--- src/pacs_pkg.sv ---
package pacs_pkg;

  // ****************************************
  // Register map.
  // ****************************************
  localparam logic [11:0] ACC_OFFSET = 12'h000;
  localparam logic [11:0] STATUS_OFFSET = 12'h004;
  localparam logic [11:0] CONFIG_OFFSET = 12'h008;
  localparam int SEL_SRC_BIT = 13;
  localparam int AMODE_LSB = 11;
  localparam int ADIV_LSB = 8;
  localparam int REF_SEL_BIT = 7;
  localparam logic [15:0] ACC_RESET = 16'h0000;
  localparam logic [15:0] ACC_WMASK = 16'h3F80;

  // ****************************************
  // Source and mode codes.
  // ****************************************
  localparam logic [2:0] SRC_FRC_PLL = 3'h1;
  localparam logic [2:0] SRC_PRI = 3'h2;
  localparam logic [2:0] SRC_PRI_PLL = 3'h3;
  localparam logic [1:0] PMODE_EXT = 2'h0;
  localparam logic [1:0] PMODE_OFF = 2'h3;
  localparam logic [1:0] AMODE_OFF = 2'h0;
  localparam logic [2:0] DIV_CODE_256 = 3'h0;
  localparam logic [7:0] DIV_MAX = 8'hFF;

  // ****************************************
  // Timing.
  // ****************************************
  localparam int STARTUP_W = 10;
  localparam int STARTUP_CYCLES = 1024;
  localparam logic [9:0] STARTUP_LAST = 10'(STARTUP_CYCLES - 1);
  localparam int CLK_PERIOD_PS = 8000;
  localparam int PLL_LOCK_NS = 2000;
  localparam int PLL_LOCK_CYC =
    (PLL_LOCK_NS * 1000 + CLK_PERIOD_PS - 1) / CLK_PERIOD_PS;
  localparam logic [7:0] LOCK_LAST = 8'(PLL_LOCK_CYC - 1);

  typedef enum logic [2:0] {
    ST_WAIT_OSC = 3'b001,
    ST_WAIT_LOCK = 3'b010,
    ST_READY = 3'b100
  } pacs_state_e;

endpackage

--- src/pacs_clock_select.sv ---
// The APB slave port and the address map were chosen for this implementation.
`timescale 1ns/10ps
module pacs_clock_select (
  input wire logic ref_clk_i,
  input wire logic sys_rst_i,
  input wire logic psel_i,
  input wire logic penable_i,
  input wire logic pwrite_i,
  input wire logic [11:0] paddr_i,
  input wire logic [31:0] pwdata_i,
  input wire logic [3:0] pstrb_i,
  output logic [31:0] prdata_o,
  output logic pready_o,
  output logic pslverr_o,
  input wire logic [2:0] cfg_source_sel_i,
  input wire logic [1:0] cfg_primary_mode_i,
  input wire logic cfg_out_pin_func_i,
  input wire logic osc_in_pin_i,
  input wire logic osc_out_pin_i,
  input wire logic sec_osc_i,
  input wire logic aux_osc_i,
  input wire logic frc_clk_i,
  input wire logic frc_pll_clk_i,
  input wire logic pll_clk_i,
  input wire logic brownout_i,
  input wire logic sleep_i,
  input wire logic sec_osc_en_i,
  input wire logic [1:0] gpio_out_i,
  input wire logic [1:0] gpio_oe_i,
  output logic osc_in_o,
  output logic osc_in_oe_o,
  output logic osc_out_o,
  output logic osc_out_oe_o,
  output logic pri_osc_en_o,
  output logic [1:0] pri_osc_mode_o,
  output logic aux_osc_en_o,
  output logic [1:0] aux_osc_mode_o,
  output logic sys_clk_o,
  output logic clk_ready_o,
  output logic sec_ready_o,
  output logic aux_clk_o
);
  import pacs_pkg::*;

  // ****************************************
  // Input synchronisers.
  // ****************************************
  logic [8:0] raw_in;
  logic [8:0] sync1;
  logic [8:0] sync2;
  logic [8:0] sync3;
  logic [8:0] rise;
  logic [8:0] flip;

  assign raw_in = {osc_in_pin_i, osc_out_pin_i, sec_osc_i, aux_osc_i,
                   frc_clk_i, frc_pll_clk_i, pll_clk_i, brownout_i, sleep_i};

  always_ff @(posedge ref_clk_i or posedge sys_rst_i) begin
    if (sys_rst_i) begin
      sync1 <= '0;
      sync2 <= '0;
      sync3 <= '0;
    end else begin
      sync1 <= raw_in;
      sync2 <= sync1;
      sync3 <= sync2;
    end
  end

  assign rise = sync2 & ~sync3;
  assign flip = sync2 ^ sync3;

  // ****************************************
  // Stored configuration.
  // ****************************************
  logic cfg_loaded;
  logic [2:0] src_cfg;
  logic [1:0] mode_cfg;
  logic fnc_cfg;
  logic next_cfg_loaded;
  logic [2:0] next_src_cfg;
  logic [1:0] next_mode_cfg;
  logic next_fnc_cfg;

  always_comb begin
    next_cfg_loaded = 1'b1;
    next_src_cfg = src_cfg;
    next_mode_cfg = mode_cfg;
    next_fnc_cfg = fnc_cfg;
    if (!cfg_loaded) begin
      next_src_cfg = cfg_source_sel_i;
      next_mode_cfg = cfg_primary_mode_i;
      next_fnc_cfg = cfg_out_pin_func_i;
    end
  end

  always_ff @(posedge ref_clk_i or posedge sys_rst_i) begin
    if (sys_rst_i) begin
      cfg_loaded <= 1'b0;
      src_cfg <= '0;
      mode_cfg <= '0;
      fnc_cfg <= 1'b0;
    end else begin
      cfg_loaded <= next_cfg_loaded;
      src_cfg <= next_src_cfg;
      mode_cfg <= next_mode_cfg;
      fnc_cfg <= next_fnc_cfg;
    end
  end

  assign pri_osc_mode_o = mode_cfg;

  // ****************************************
  // Start-up timers and ready sequencing.
  // ****************************************
  logic restart;
  logic pri_en;
  logic pri_done;
  logic uses_pri;
  pacs_state_e state;
  pacs_state_e next_state;
  logic [7:0] lock_cnt;
  logic [7:0] next_lock_cnt;
  logic next_ready;

  assign restart = !cfg_loaded || sync2[1] || sync2[0];
  assign pri_en = cfg_loaded && (mode_cfg != PMODE_OFF);
  assign uses_pri = (src_cfg == SRC_PRI) || (src_cfg == SRC_PRI_PLL);

  pacs_startup_timer u_pri_timer (
    .ref_clk_i(ref_clk_i),
    .sys_rst_i(sys_rst_i),
    .restart_i(restart || !pri_en),
    .osc_rise_i(rise[8]),
    .done_o(pri_done)
  );

  pacs_startup_timer u_sec_timer (
    .ref_clk_i(ref_clk_i),
    .sys_rst_i(sys_rst_i),
    .restart_i(restart || !sec_osc_en_i),
    .osc_rise_i(rise[6]),
    .done_o(sec_ready_o)
  );

  always_comb begin
    next_state = state;
    next_lock_cnt = '0;
    case (state)
      ST_WAIT_OSC: begin
        if (!uses_pri) begin
          next_state = ST_READY;
        end else if (pri_done) begin
          next_state = (src_cfg == SRC_PRI_PLL) ? ST_WAIT_LOCK : ST_READY;
        end
      end
      ST_WAIT_LOCK: begin
        next_lock_cnt = 8'(lock_cnt + 8'h01);
        if (lock_cnt == LOCK_LAST) begin
          next_state = ST_READY;
        end
      end
      ST_READY: begin
        next_state = ST_READY;
      end
      default: begin
        next_state = ST_WAIT_OSC;
      end
    endcase
    if (restart) begin
      next_state = ST_WAIT_OSC;
      next_lock_cnt = '0;
    end
    next_ready = (next_state == ST_READY);
  end

  // ****************************************
  // System clock selection.
  // ****************************************
  logic sel_lvl;
  logic fcy;
  logic next_sys;
  logic next_fcy;

  always_comb begin
    case (src_cfg)
      SRC_PRI: sel_lvl = sync2[8];
      SRC_PRI_PLL: sel_lvl = sync2[2];
      SRC_FRC_PLL: sel_lvl = sync2[3];
      default: sel_lvl = sync2[4];
    endcase
    next_sys = clk_ready_o && sel_lvl;
    next_fcy = fcy;
    if (!clk_ready_o) begin
      next_fcy = 1'b0;
    end else if (next_sys && !sys_clk_o) begin
      next_fcy = ~fcy;
    end
  end

  always_ff @(posedge ref_clk_i or posedge sys_rst_i) begin
    if (sys_rst_i) begin
      state <= ST_WAIT_OSC;
      lock_cnt <= '0;
      clk_ready_o <= 1'b0;
      sys_clk_o <= 1'b0;
      fcy <= 1'b0;
    end else begin
      state <= next_state;
      lock_cnt <= next_lock_cnt;
      clk_ready_o <= next_ready;
      sys_clk_o <= next_sys;
      fcy <= next_fcy;
    end
  end

  // ****************************************
  // Oscillator pins.
  // ****************************************
  logic pin_mode_gpio;
  logic next_in_o;
  logic next_in_oe;
  logic next_out_o;
  logic next_out_oe;

  assign pin_mode_gpio = (mode_cfg == PMODE_EXT) || (mode_cfg == PMODE_OFF);

  always_comb begin
    next_in_o = 1'b0;
    next_in_oe = 1'b0;
    next_out_o = 1'b0;
    next_out_oe = 1'b0;
    if (cfg_loaded && mode_cfg == PMODE_OFF) begin
      next_in_o = gpio_out_i[0];
      next_in_oe = gpio_oe_i[0];
    end
    if (cfg_loaded && pin_mode_gpio) begin
      if (fnc_cfg) begin
        next_out_o = fcy;
        next_out_oe = 1'b1;
      end else begin
        next_out_o = gpio_out_i[1];
        next_out_oe = gpio_oe_i[1];
      end
    end
  end

  always_ff @(posedge ref_clk_i or posedge sys_rst_i) begin
    if (sys_rst_i) begin
      osc_in_o <= 1'b0;
      osc_in_oe_o <= 1'b0;
      osc_out_o <= 1'b0;
      osc_out_oe_o <= 1'b0;
      pri_osc_en_o <= 1'b0;
    end else begin
      osc_in_o <= next_in_o;
      osc_in_oe_o <= next_in_oe;
      osc_out_o <= next_out_o;
      osc_out_oe_o <= next_out_oe;
      pri_osc_en_o <= pri_en;
    end
  end

  // ****************************************
  // Auxiliary clock register and path.
  // ****************************************
  logic [15:0] acc;
  logic [15:0] next_acc;
  logic [1:0] act;
  logic [1:0] want;
  logic [1:0] next_act;
  logic div_clr;
  logic aux_flip;
  logic ref_flip;
  logic div_edge;
  logic next_aux_en;
  logic wr_acc;

  assign want = {acc[SEL_SRC_BIT], acc[REF_SEL_BIT]};
  assign div_clr = (want != act) && !aux_clk_o;
  assign next_act = div_clr ? want : act;
  assign next_aux_en = acc[AMODE_LSB+:2] != AMODE_OFF;
  assign aux_flip = aux_osc_en_o && flip[5];
  assign ref_flip = act[0] ? (flip[8] && pri_done) : aux_flip;
  assign div_edge = act[1] ? ref_flip : flip[3];
  assign aux_osc_mode_o = acc[AMODE_LSB+:2];

  pacs_aux_divider u_aux_div (
    .ref_clk_i(ref_clk_i),
    .sys_rst_i(sys_rst_i),
    .edge_i(div_edge),
    .clr_i(div_clr),
    .code_i(acc[ADIV_LSB+:3]),
    .clk_o(aux_clk_o)
  );

  // ****************************************
  // Register bus slave.
  // ****************************************
  logic setup;
  logic addr_hit;
  logic [31:0] rd_word;
  logic [31:0] next_prdata;

  assign setup = psel_i && !penable_i;
  assign wr_acc = psel_i && penable_i && pready_o && pwrite_i &&
                  (paddr_i == ACC_OFFSET);

  always_comb begin
    addr_hit = 1'b1;
    case (paddr_i)
      ACC_OFFSET: rd_word = {16'h0000, acc};
      STATUS_OFFSET: rd_word = {25'h0000000, sync3[7], sync3[8], act,
                                sec_ready_o, pri_done, clk_ready_o};
      CONFIG_OFFSET: rd_word = {25'h0000000, cfg_loaded, fnc_cfg,
                                mode_cfg, src_cfg};
      default: begin
        rd_word = 32'h00000000;
        addr_hit = 1'b0;
      end
    endcase
    next_prdata = (setup && !pwrite_i) ? rd_word : 32'h00000000;
    next_acc = acc;
    if (wr_acc && pstrb_i[1]) begin
      next_acc[15:8] = pwdata_i[15:8];
    end
    if (wr_acc && pstrb_i[0]) begin
      next_acc[7:0] = pwdata_i[7:0];
    end
    next_acc = next_acc & ACC_WMASK;
  end

  always_ff @(posedge ref_clk_i or posedge sys_rst_i) begin
    if (sys_rst_i) begin
      acc <= ACC_RESET;
      act <= '0;
      aux_osc_en_o <= 1'b0;
      prdata_o <= '0;
      pready_o <= 1'b0;
      pslverr_o <= 1'b0;
    end else begin
      acc <= next_acc;
      act <= next_act;
      aux_osc_en_o <= next_aux_en;
      prdata_o <= next_prdata;
      pready_o <= setup;
      pslverr_o <= setup && !addr_hit;
    end
  end
endmodule

--- src/pacs_startup_timer.sv ---
`timescale 1ns/10ps
module pacs_startup_timer (
  input wire logic ref_clk_i,
  input wire logic sys_rst_i,
  input wire logic restart_i,
  input wire logic osc_rise_i,
  output logic done_o
);
  import pacs_pkg::*;

  logic [STARTUP_W-1:0] cnt;
  logic [STARTUP_W-1:0] next_cnt;
  logic next_done;

  always_comb begin
    next_cnt = cnt;
    next_done = done_o;
    if (restart_i) begin
      next_cnt = '0;
      next_done = 1'b0;
    end else if (osc_rise_i && !done_o) begin
      next_cnt = 10'(cnt + 10'h001);
      if (cnt == STARTUP_LAST) begin
        next_done = 1'b1;
      end
    end
  end

  always_ff @(posedge ref_clk_i or posedge sys_rst_i) begin
    if (sys_rst_i) begin
      cnt <= '0;
      done_o <= 1'b0;
    end else begin
      cnt <= next_cnt;
      done_o <= next_done;
    end
  end
endmodule

--- src/pacs_aux_divider.sv ---
`timescale 1ns/10ps
module pacs_aux_divider (
  input wire logic ref_clk_i,
  input wire logic sys_rst_i,
  input wire logic edge_i,
  input wire logic clr_i,
  input wire logic [2:0] code_i,
  output logic clk_o
);
  import pacs_pkg::*;

  logic [7:0] cnt;
  logic [7:0] limit;
  logic [7:0] next_cnt;
  logic [7:0] next_limit;
  logic [7:0] new_limit;
  logic [3:0] shift;
  logic next_clk;

  // Each output phase lasts the divide factor in source transitions.
  assign shift = (code_i == DIV_CODE_256) ? 4'h0 : 4'({1'b0, code_i} + 4'h1);
  assign new_limit = DIV_MAX >> shift;

  always_comb begin
    next_cnt = cnt;
    next_limit = limit;
    next_clk = clk_o;
    if (clr_i) begin
      next_cnt = '0;
      next_clk = 1'b0;
      next_limit = new_limit;
    end else if (edge_i) begin
      if (cnt >= limit) begin
        next_cnt = '0;
        next_clk = ~clk_o;
        next_limit = new_limit;
      end else begin
        next_cnt = 8'(cnt + 8'h01);
      end
    end
  end

  always_ff @(posedge ref_clk_i or posedge sys_rst_i) begin
    if (sys_rst_i) begin
      cnt <= '0;
      limit <= DIV_MAX;
      clk_o <= 1'b0;
    end else begin
      cnt <= next_cnt;
      limit <= next_limit;
      clk_o <= next_clk;
    end
  end
endmodule

--- config.mk ---
export PLATFORM = sky130hd
export DESIGN_NAME = pacs_clock_select
export DESIGN_NICKNAME = d
export VERILOG_FILES = /design/src/pacs_pkg.sv /design/src/pacs_clock_select.sv /design/src/pacs_startup_timer.sv /design/src/pacs_aux_divider.sv
export SDC_FILE = /design/constraint.sdc
export NUM_CORES = 1
export LEC_CHECK = 0
export BUFFER_PORTS_ARGS = -buffer_cell sky130_fd_sc_hd__buf_2
export CORE_UTILIZATION = 38
export CTS_BUF_LIST = sky130_fd_sc_hd__clkbuf_16
export DETAILED_ROUTE_END_ITERATION = 7
export GPL_TIMING_DRIVEN = 0
export PLACE_DENSITY = 0.73
export SETUP_SLACK_MARGIN = 0.02
export SLEW_MARGIN = 25
export SYNTH_ARGS = -nofsm -noshare
export SYNTH_HDL_FRONTEND = slang
export SYNTH_SLANG_ARGS = --single-unit
--- constraint.sdc ---
create_clock -name ref_clk_i -period 3.2 [get_ports ref_clk_i]
set_input_delay 0.16 -clock ref_clk_i [delete_from_list [all_inputs] [get_ports ref_clk_i]]
set_output_delay 0.16 -clock ref_clk_i [all_outputs]
set_load 0.02 [all_outputs]
==> out/qor.txt, run 1 <==
CP startpoint = u_aux_div.limit[2]$_DFFE_PP1P_
Peak VDD IR = 0.3642 mV
final WL = 10.86 mm
r2r setup slk = 1.00 ns
Worst-Margin Slew = 0.6837 ns
synth unique cells = 53
FFs w/ async S/R, synth = 100.0%
post-synthesis average cell area = 11.44 um2
core area = 13240 um2
register bit count reported by yosys = 114
Initial Utilization = 38.96%
Die ar. = 14050 um2
Die W = 118.5 um
Worst Skew = 0.01233 ns
max_cap viols = 0
fin crit share = 68.64%
Worst-Skew Late Latency = 0.42 ns
clock sink count = 114
vias per cell = 4.792
Final Hold Viols = 0
share of layout cells above drive strength 1 = 29.90%
Root Driver = clkbuf_16
Total Routing Usage GR = 16.99%
biggest area consumer among synthesized cells = dfrtp_1
post-CTS resize count = 0
Hold WS = 0.01764 ns
Seq/Total Area, Yosys = 55.50%
DRT Pass-1 Iters = 4
max-slew violations = 0
Leak Pwr = 0.003164 uW
Syn. warnings = 0
Pwr Density = 618.2 nW/um2
FF-to-FF path depth = 7
CP Launch Type = flip-flop
DIE HEIGHT = 118.5 um
CTS buffer count = 17
DPL Wire Length = 7.639 mm
grt ovf = 0
Layout area overhead = 29.51%
Final #Nets = 679
status = completed
R2R Path End = u_aux_div.limit[3]$_DFFE_PP1P_
crit path kind = reg2reg
Max clock buf depth = 2
CP endpoint kind = flip-flop
initial antenna violation count = 0
WL/cell = 13.95 um
Worst Setup EP = u_aux_div.limit[3]$_DFFE_PP1P_
Top Ports = 121
CP Data Arrival Time = 2.53 ns
largest net degree at the start of global routing = 63
RSZ-0062 raised after global routing = false
CTS tree = built
dominant cells by area after synthesis = dfrtp_1, dfstp_2, mux2_2, nor2_1, ha_1
GP Congestion = 0.7755
port buffer count = 75
Iter 0 DRT Violations = 173
H-tree Lvls = 4
setup tns final = 0 ns
EDFF count, synth = 0
worst hold path type = in2reg
area share of the leading cell type in the synthesized netlist = 50.92%
clock transition at the registers of the reported paths = 0.05 ns
Post-Syn Instances = 451
Setup-failing EPs final = 0
min Tclk post-route = 2.196 ns
ANT cells = 0
worst-path fanout max = 9
Final ANT Viol Nets = 0
prevailing post-synth register cell = dfrtp_1
global-route wire length before repair = 18.64 mm
Rel. slew slack = 54.42%
CP Data Required Time = 3.53 ns
# DRC = 0
vias in the first global route = 3859
Rows = 42
maximum clock rate = 455.3 MHz
Worst R2R Start = u_aux_div.limit[2]$_DFFE_PP1P_
vias post-DR = 3728
synthesized area = 5160 um2
==> area by class of cell <==
type                    instances  area [um2]
inverters                      21       83.83
flip-flops and latches        114        2864
plain buffers                  26       180.2
fillers                      1161        6560
clock buffers                  17       425.4
well taps                     176       220.2
clock inverters                15       145.1
repair buffers                102       663.1
multi-input cells             307        2101
==> sequential cells by signal, summed over array words and instances (netlist names), 2 cells and up <==
signal,flops
acc,7
act,2
sync2,9
pri_osc_mode_o,2
u_aux_div.cnt,8
lock_cnt,8
u_sec_timer.cnt,10
src_cfg,3
prdata_o,14
u_pri_timer.cnt,10
sync3,5
u_aux_div.limit,8
state,3
sync1,9
==> layer usage <==
layer | track usage (%) | wire [um] | vias up
met3 | 5.405 | 489 | 14
met5 | 0 | 0 | -
li1 | - | - | 1798
met2 | 29.39 | 5584 | 89
met4 | 5.934 | 167 | 0
met1 | 19.75 | 4613 | 1827
==> where the power goes <==
group / total [uW] / switching (uW) / internal [uW]
Combinational: 608 / 304 / 305
Sequential: 1720 / 113 / 1610
Clock: 1800 / 668 / 1140
==> worst max-delay path, cell delays in order, from the launching register on <==
cell     delay [ns]
dfstp_2        0.52
inv_1          0.05
ha_1           0.28
and3_1         0.16
o21ai_0        0.07
a31o_2         0.32
a21oi_4        0.33
mux2_2         0.39
==> worst min path at each step <==
stage | start | endpoint | slack [ns] | cells past startpoint
2_1_floorplan | sleep_i | sync1[0]$_DFF_PP0_ | 0.19 | 0
3_3_place_gp | frc_clk_i | sync1[4]$_DFF_PP0_ | 0.27 | 1
3_5_place_dp | sys_rst_i | sync1[1]$_DFF_PP0_ | 0.27 | 2
4_1_cts | gpio_out_i[1] | osc_out_o$_DFF_PP0_ | 0.002 | 3
5_1_grt | gpio_out_i[1] | osc_out_o$_DFF_PP0_ | 0.009 | 3
6_report | gpio_out_i[1] | osc_out_o$_DFF_PP0_ | 0.02 | 3
==> metrics by stage <==
stage / setup slack, ns / power (uW) / instances / utilization (%) / instance area (um2)
floorplan: 0.03918 / 2155 / 468 / - / 5224
finish: 1.004 / 4131 / 778 / 50.46 / 6683
global route: 0.9070 / 4341 / 778 / 50.46 / 6683
global placement: -1.092 / 2286 / 719 / 43.94 / 5819
CTS: 0.9824 / 4171 / 778 / 50.46 / 6683
detailed placement: 0.9898 / 2332 / 720 / 44.19 / 5852
==> cells in the final DEF (no fill, tap or decap), types with 11 or more instances in the layout <==
cell	Yosys	final
a21oi_1	13	13
buf_2	0	75
buf_4	20	20
clkbuf_16	0	17
conb_1	2	19
dfrtp_1	105	105
dlygate4sd3_1	0	26
ha_1	17	17
inv_1	21	23
mux2_2	21	21
nand2_1	18	18
nand3_1	15	15
nor2_1	57	57
o21ai_0	11	11
xor2_1	15	15
==> timing repair <==
item	in CTS	in global routing
endpoints found under the hold margin	78	0
setup endpoints to repair	0	0
hold buffers	26	0
buffers inserted	0	0
==> cells in the mapped netlist (all sizes together), types with 7 or more instances <==
master and instances:
a21oi 16, nand2 18, dfstp 9, mux2 21, inv 21, xor2 15, nand3 15, nand2b 11
nand4 8, a22oi 7, a22o 7, buf 21, ha 17, xnor2 10, and3 10, o21ai 11
dfrtp 105, mux2i 10, and2 9, nor2 57
==> kinds of logic after synthesis <==
logic type | count (synthesis) | share of synthesized area (%)
other | 2 | 0.1455
XOR/XNOR | 25 | 4.243
AO/OA/AOI/OAI | 57 | 8.172
multiplexers | 31 | 6.523
adder cells (fa/ha/maj) | 17 | 4.122
AND/OR/NAND/NOR | 158 | 16.27
flip-flops | 114 | 55.50
buffers and inverters | 47 | 5.019
No activity file was read; power rests on OpenSTA's default activity.
==> run 2, diff against run 1 <==
Settings changed: PLACE_DENSITY 0.73 to 0.71.
Clock period 3.2 ns to 2.25 ns, I/O delays scaled along.
==> run 2 against run 1 <==
Global-route usage is 0.39 points higher. Non-clock buffer count is 5 higher. Clock skew is 0.0045 ns lower. Routed wire length is 2.1% higher. Critical path type unchanged. Core utilization is 0.71 points higher. Power is 44% higher. Worst setup slack worse by 0.89 ns.
==> out/qor.txt, run 2 (synthesized netlist as in run 1, its figures left out) <==
dpl ws = 0.07484 ns (-0.9149 ns)
share of layout cells above drive strength 1 = 30.03% (+0.13 points)
Pwr Density = 880.4 nW/um2 (+42%)
Worst-Margin Slew = 0.6272 ns (-0.05651 ns)
H-tree Lvls = 4 (unchanged)
CP delay by family, top = compound AO/OA/AOI/OAI gates
port buffer count = 75 (unchanged)
final WL = 11.08 mm (+2.1%)
vias in the first global route = 4025 (+4.3%)
global-route wire length before repair = 19.08 mm (+2.4%)
Comb pwr share = 15.2% (+0.5 points)
largest stage delay on the critical path = 0.52 ns (about the same)
CTS tree = built
Leak Pwr = 0.003218 uW (+1.7%)
# fillers = 1191 (+2.6%)
GP Congestion = 0.7571 (-2.4%)
Final Hold Viols = 0 (unchanged)
CTS buffer count = 17 (unchanged)
commonest non-fill, non-tap cell in the layout = dfrtp_1
ANT cells = 0 (unchanged)
Largest register FFs = 14 (unchanged)
Worst R2R Start = u_aux_div.limit[1]$_DFFE_PP1P_
setup ws final = 0.1095 ns (-0.8942 ns)
clock network power share = 43.8% (+0.2 points)
Final #Nets = 684 (+0.74%)
initial antenna violation count = 0 (unchanged)
worst hold path type = in2reg
Most flops, register = prdata_o
Worst-Skew Late Latency = 0.41 ns (about the same)
min Tclk post-route = 2.141 ns (-0.05581 ns)
Die W = 118.5 um (unchanged)
Root Driver = clkbuf_16
hold_sp = sec_osc_en_i
DRT Pass-1 Iters = 5 (+1)
max-slew violations = 0 (unchanged)
post-CTS resize count = 0 (unchanged)
core area = 13240 um2 (unchanged)
# DRC = 0 (unchanged)
CP Data Required Time = 2.58 ns (-0.95 ns)
vias post-DR = 3756 (+0.75%)
crit path kind = reg2reg
DPL Wire Length = 7.828 mm (+2.5%)
biggest regs = prdata_o (14), u_pri_timer.cnt (10), u_sec_timer.cnt (10)
sequential power share = 40.9% (-0.7 points)
worst-path fanout max = 9 (unchanged)
Layout area overhead = 31.33%
Rows = 42 (unchanged)
Final ANT Viol Nets = 0 (unchanged)
largest net degree at the start of global routing = 34 (-46%)
Setup-failing EPs final = 0 (unchanged)
clock transition at the registers of the reported paths = 0.05 ns (about the same)
Max clock buf depth = 2 (unchanged)
CP Data Arrival Time = 2.47 ns (-0.06 ns)
CP Cell Sequence = inv_1 > ha_1 > nor2b_1 > o211ai_1 > a31o_2 > a21oi_4 > buf_12 > mux2_2
Initial Utilization = 38.96% (unchanged)
CP bufs+invs = 2 (+1)
CP endpoint kind = flip-flop
placed inst area = 5911 um2 (+1.0%)
vias per cell = 4.803 (+0.24%)
Iter 0 DRT Violations = 191 (+10%)
maximum clock rate = 467.2 MHz (+2.6%)
clock sink count = 114 (unchanged)
most frequent cells in the layout = dfrtp_1, buf_2, nor2_1
Worst Skew = 0.007850 ns (-0.004483 ns)
CP Launch Type = flip-flop
status = completed
CP startpoint = u_aux_div.limit[1]$_DFFE_PP1P_
RSZ-0062 raised after global routing = false
hold path cells = 3 (unchanged)
DIE HEIGHT = 118.5 um (unchanged)
net switching power = 1512 uW (+39%)
setup tns final = 0 ns (unchanged)
Top Ports = 121 (unchanged)
grt ovf = 0 (unchanged)
FF-to-FF path depth = 8 (+1)
Rel. slew slack = 58.19% (+3.8 points)
fin area = 6777 um2 (+1.4%)
Peak VDD IR = 0.4620 mV (+27%)
critical path depth = 8 (+1)
Total Routing Usage GR = 17.38% (+0.39 points)
fin crit share = 95.13% (+26 points)
WL/cell = 14.17 um (+1.6%)
Crit-path slowest cell = dfstp_2
Sw Ratio = 25.34% (-0.91 points)
Die ar. = 14050 um2 (unchanged)
internal power = 4454 uW (+46%)
max_cap viols = 0 (unchanged)
[run 2: path summary, 6_finish.rpt]
path | end | slack, ns
worst min-delay path | u_sec_timer.cnt[7]$_DFFE_PP0P_ | 0.03
max in group asynchronous | state[0]$_DFF_PP1_ | 1.38
worst max register to register | u_aux_div.limit[1]$_DFFE_PP1P_ | 0.11
worst max-delay path | u_aux_div.limit[1]$_DFFE_PP1P_ | 0.11
min in group asynchronous | acc[11]$_DFFE_PP0P_ | 0.19
worst min register to register | sync2[3]$_DFF_PP0_ | 0.35
[run 2: final cells by class]
class                   count  area (um2)  area share [%]
repair buffers            107       753.2           11.12
multi-input cells         307        2101           31.00
clock inverters            14       150.1           2.216
inverters                  21       82.58           1.219
well taps                 176       220.2           3.250
plain buffers              26       180.2           2.659
clock buffers              17       425.4           6.278
flip-flops and latches    114        2864           42.26
[run 2: metrics by stage]
| step | power [uW] | utilization [%] | hold slack [ns] | cells |
|---|---|---|---|---|
| 2_1_floorplan | 3065 | - | 0.1439 | 468 |
| 3_3_place_gp | 3255 | 43.97 | 0.2235 | 719 |
| 3_5_place_dp | 3312 | 44.63 | 0.07749 | 723 |
| 4_1_cts | 5999 | 51.02 | 0.01663 | 781 |
| 5_1_grt | 6251 | 51.17 | 0.04249 | 782 |
| 6_report | 5966 | 51.17 | 0.03280 | 782 |
[run 2: power by group through the flow]
stage | combinational (uW) | sequential, uW | clock [uW]
floorplan | 610 | 2460 | 0
global placement | 788 | 2470 | 0
detailed placement | 844 | 2470 | 0
CTS | 893 | 2440 | 2670
global route | 1020 | 2460 | 2760
finish | 908 | 2440 | 2620
[run 2: repair_timing]
item | CTS | global route
buffers inserted | 0 | 1
endpoints found under the hold margin | 74 | 0
setup endpoints to repair | 0 | 5
hold buffers | 27 | 0
[run 2: worst min-delay path: stages]
cell and delay, ns:
buf_2 0.11, nand3_1 0.12, a21oi_1 0.05
[run 2: per-layer routing]
layer  wire length, um  vias up  global-route usage [%]
met3               545       14                   5.888
met1              4540     1847                   19.97
met5                 0        -                       0
met4               201        0                   6.725
li1                  -     1806                       -
met2              5794       89                   29.75
==> run 3, diff against run 2 <==
Settings changed: CTS_BUF_LIST sky130_fd_sc_hd__clkbuf_16 to sky130_fd_sc_hd__clkbuf_8 sky130_fd_sc_hd__clkbuf_16, PLACE_DENSITY 0.71 to unset.
==> run 3 against run 2 <==
Sequential power hardly changed. Non-clock buffer count is 2 higher. Sequential share of layout area is 0.25 points lower. Worst hold slack worse by 0.015 ns. Global-route usage is 1.0 points lower. Worst setup slack better by 0.0044 ns. Flip-flop and latch count stayed put. Cell count is 0.38% higher. Combinational power is 1% lower. Clock power is 6% higher. First-iteration DRC count is 4.7% higher. Core utilization is 0.30 points higher.
==> out/qor.txt, run 3 (synthesized netlist as in run 1, its figures left out) <==
status = completed
Final ANT Viol Nets = 0 (unchanged)
RSZ-0062 raised after global routing = false
DRT Pass-1 Iters = 4 (-1)
Most flops, register = prdata_o
CP Data Required Time = 2.59 ns (about the same)
max_cap viols = 0 (unchanged)
vias in the first global route = 3850 (-4.3%)
# fillers = 1210 (+1.6%)
most frequent cells in the layout = dfrtp_1, buf_2, nor2_1
Pwr Density = 898.7 nW/um2 (+2.1%)
CP Launch Type = flip-flop
CTS tree = built
CTS buffer count = 17 (unchanged)
biggest regs = prdata_o (14), u_pri_timer.cnt (10), u_sec_timer.cnt (10)
Rows = 42 (unchanged)
CP Cell Sequence = inv_1 > ha_1 > and3_1 > o21ai_0 > a31o_2 > a21oi_4 > buf_12 > mux2_2
min Tclk post-route = 2.136 ns (-0.004400 ns)
# DRC = 0 (unchanged)
Die ar. = 14050 um2 (unchanged)
maximum clock rate = 468.1 MHz (+0.21%)
Layout area overhead = 32.10%
initial antenna violation count = 0 (unchanged)
Top Ports = 121 (unchanged)
Crit-path slowest cell = dfstp_2
core area = 13240 um2 (unchanged)
worst-path fanout max = 9 (unchanged)
commonest non-fill, non-tap cell in the layout = dfrtp_1
vias post-DR = 3673 (-2.2%)
Worst Skew = 0.006655 ns (-0.001195 ns)
Rel. slew slack = 54.10% (-4.1 points)
crit path kind = reg2reg
DPL Wire Length = 7.262 mm (-7.2%)
max-slew violations = 0 (unchanged)
global-route wire length before repair = 18.08 mm (-5.2%)
Initial Utilization = 38.96% (unchanged)
Worst-Margin Slew = 0.6871 ns (+0.05991 ns)
clock sink count = 114 (unchanged)
DIE HEIGHT = 118.5 um (unchanged)
setup tns final = 0 ns (unchanged)
H-tree Lvls = 4 (unchanged)
Final Hold Viols = 0 (unchanged)
vias per cell = 4.679 (-2.6%)
Iter 0 DRT Violations = 200 (+4.7%)
Die W = 118.5 um (unchanged)
Largest register FFs = 14 (unchanged)
worst hold path type = in2reg
post-CTS resize count = 0 (unchanged)
port buffer count = 75 (unchanged)
CP endpoint kind = flip-flop
Tot Pwr = 6126 uW (+2.7%)
fin crit share = 94.94% (-0.20 points)
Root Driver = clkbuf_16
final WL = 10.35 mm (-6.6%)
Peak VDD IR = 0.5287 mV (+14%)
Final #Nets = 686 (+0.29%)
GP Congestion = 0.7941 (+4.9%)
largest stage delay on the critical path = 0.52 ns (about the same)
CP Data Arrival Time = 2.47 ns (about the same)
clock transition at the registers of the reported paths = 0.06 ns (about the same)
WL/cell = 13.18 um (-7.0%)
Setup-failing EPs final = 0 (unchanged)
share of layout cells above drive strength 1 = 31.03% (+1.0 points)
Max clock buf depth = 2 (unchanged)
Total Routing Usage GR = 16.39% (-1.0 points)
grt ovf = 0 (unchanged)
Worst-Skew Late Latency = 0.41 ns (about the same)
ANT cells = 0 (unchanged)
largest net degree at the start of global routing = 32 (-5.9%)
Leak Pwr = 0.003225 uW (+0.20%)
==> run 3: cell count changes in the layout (fill, tap and decap cells not counted), moves of 2 or more <==
cell        delta
buf_4          +3
clkbuf_8       +3
inv_1          -3
clkinvlp_4     +2
inv_6          +2
==> run 3: area by class of cell <==
| class | instances | area [um2] | share of cell area, % |
|---|---|---|---|
| clock inverter | 12 | 153.9 | 2.258 |
| buffer | 26 | 180.2 | 2.643 |
| multi-input combinational | 307 | 2101 | 30.82 |
| inverter | 21 | 82.58 | 1.211 |
| tap | 176 | 220.2 | 3.231 |
| clock buffer | 20 | 466.7 | 6.847 |
| sequential | 114 | 2864 | 42.02 |
| timing repair buffer | 109 | 748.2 | 10.98 |
==> run 3: power breakdown <==
part	internal, uW	switching, uW	total (uW)
registers	2280	156	2440
clock network	1830	958	2790
logic	471	426	897
==> run 3: metrics by stage <==
stage / cells / area, um2 / utilization (%) / setup slack (ns) / hold slack (ns)
after floorplan: 468 / 5228 / - / 0.2257 / 0.1439
after global placement: 719 / 5823 / 43.97 / 0.02268 / 0.2217
after detailed placement: 722 / 5883 / 44.43 / 0.04416 / 0.2219
after CTS: 781 / 6774 / 51.15 / 0.02919 / 0.009086
after global routing: 785 / 6817 / 51.47 / 0.01192 / 0.02981
final: 785 / 6817 / 51.47 / 0.1139 / 0.01826
==> run 3: worst paths after layout <==
path                                                start                              to  slack (ns)  cells past startpoint
max                        u_aux_div.limit[2]$_DFFE_PP1P_  u_aux_div.limit[3]$_DFFE_PP1P_        0.11                      8
min                                                psel_i              pready_o$_DFF_PP0_        0.02                      3
max reg2reg                u_aux_div.limit[2]$_DFFE_PP1P_  u_aux_div.limit[3]$_DFFE_PP1P_        0.11                      8
min reg2reg                            sync1[5]$_DFF_PP0_              sync2[5]$_DFF_PP0_        0.35                      0
max in group asynchronous                       sys_rst_i              sync2[1]$_DFF_PP0_        1.09                      5
min in group asynchronous                       sys_rst_i          prdata_o[11]$_DFF_PP0_        0.36                      3
==> run 3: critical path, delay by kind of cell (launching register included) <==
family                     cells  cell delay, ns
adders and majority gates      1            0.29
buffers and inverters          2            0.20
DFF                            1            0.52
and+or+nand+nor                1            0.15
AOI/OAI and AO/OA              3            0.59
muxes                          1            0.33
==> run 3: what timing repair did <==
action	in CTS	in global routing
endpoints found under the hold margin	53	0
setup buffers	0	4
setup endpoints to repair	0	5
hold buffers	27	0
==> run 3: layer usage <==
layer,vias to the layer above,wire length (um),global-route usage (%)
li1,1804,-,-
met2,72,4927,25.48
met3,13,466,4.488
met4,0,138,7.120
met5,-,0,0
met1,1784,4813,21.43
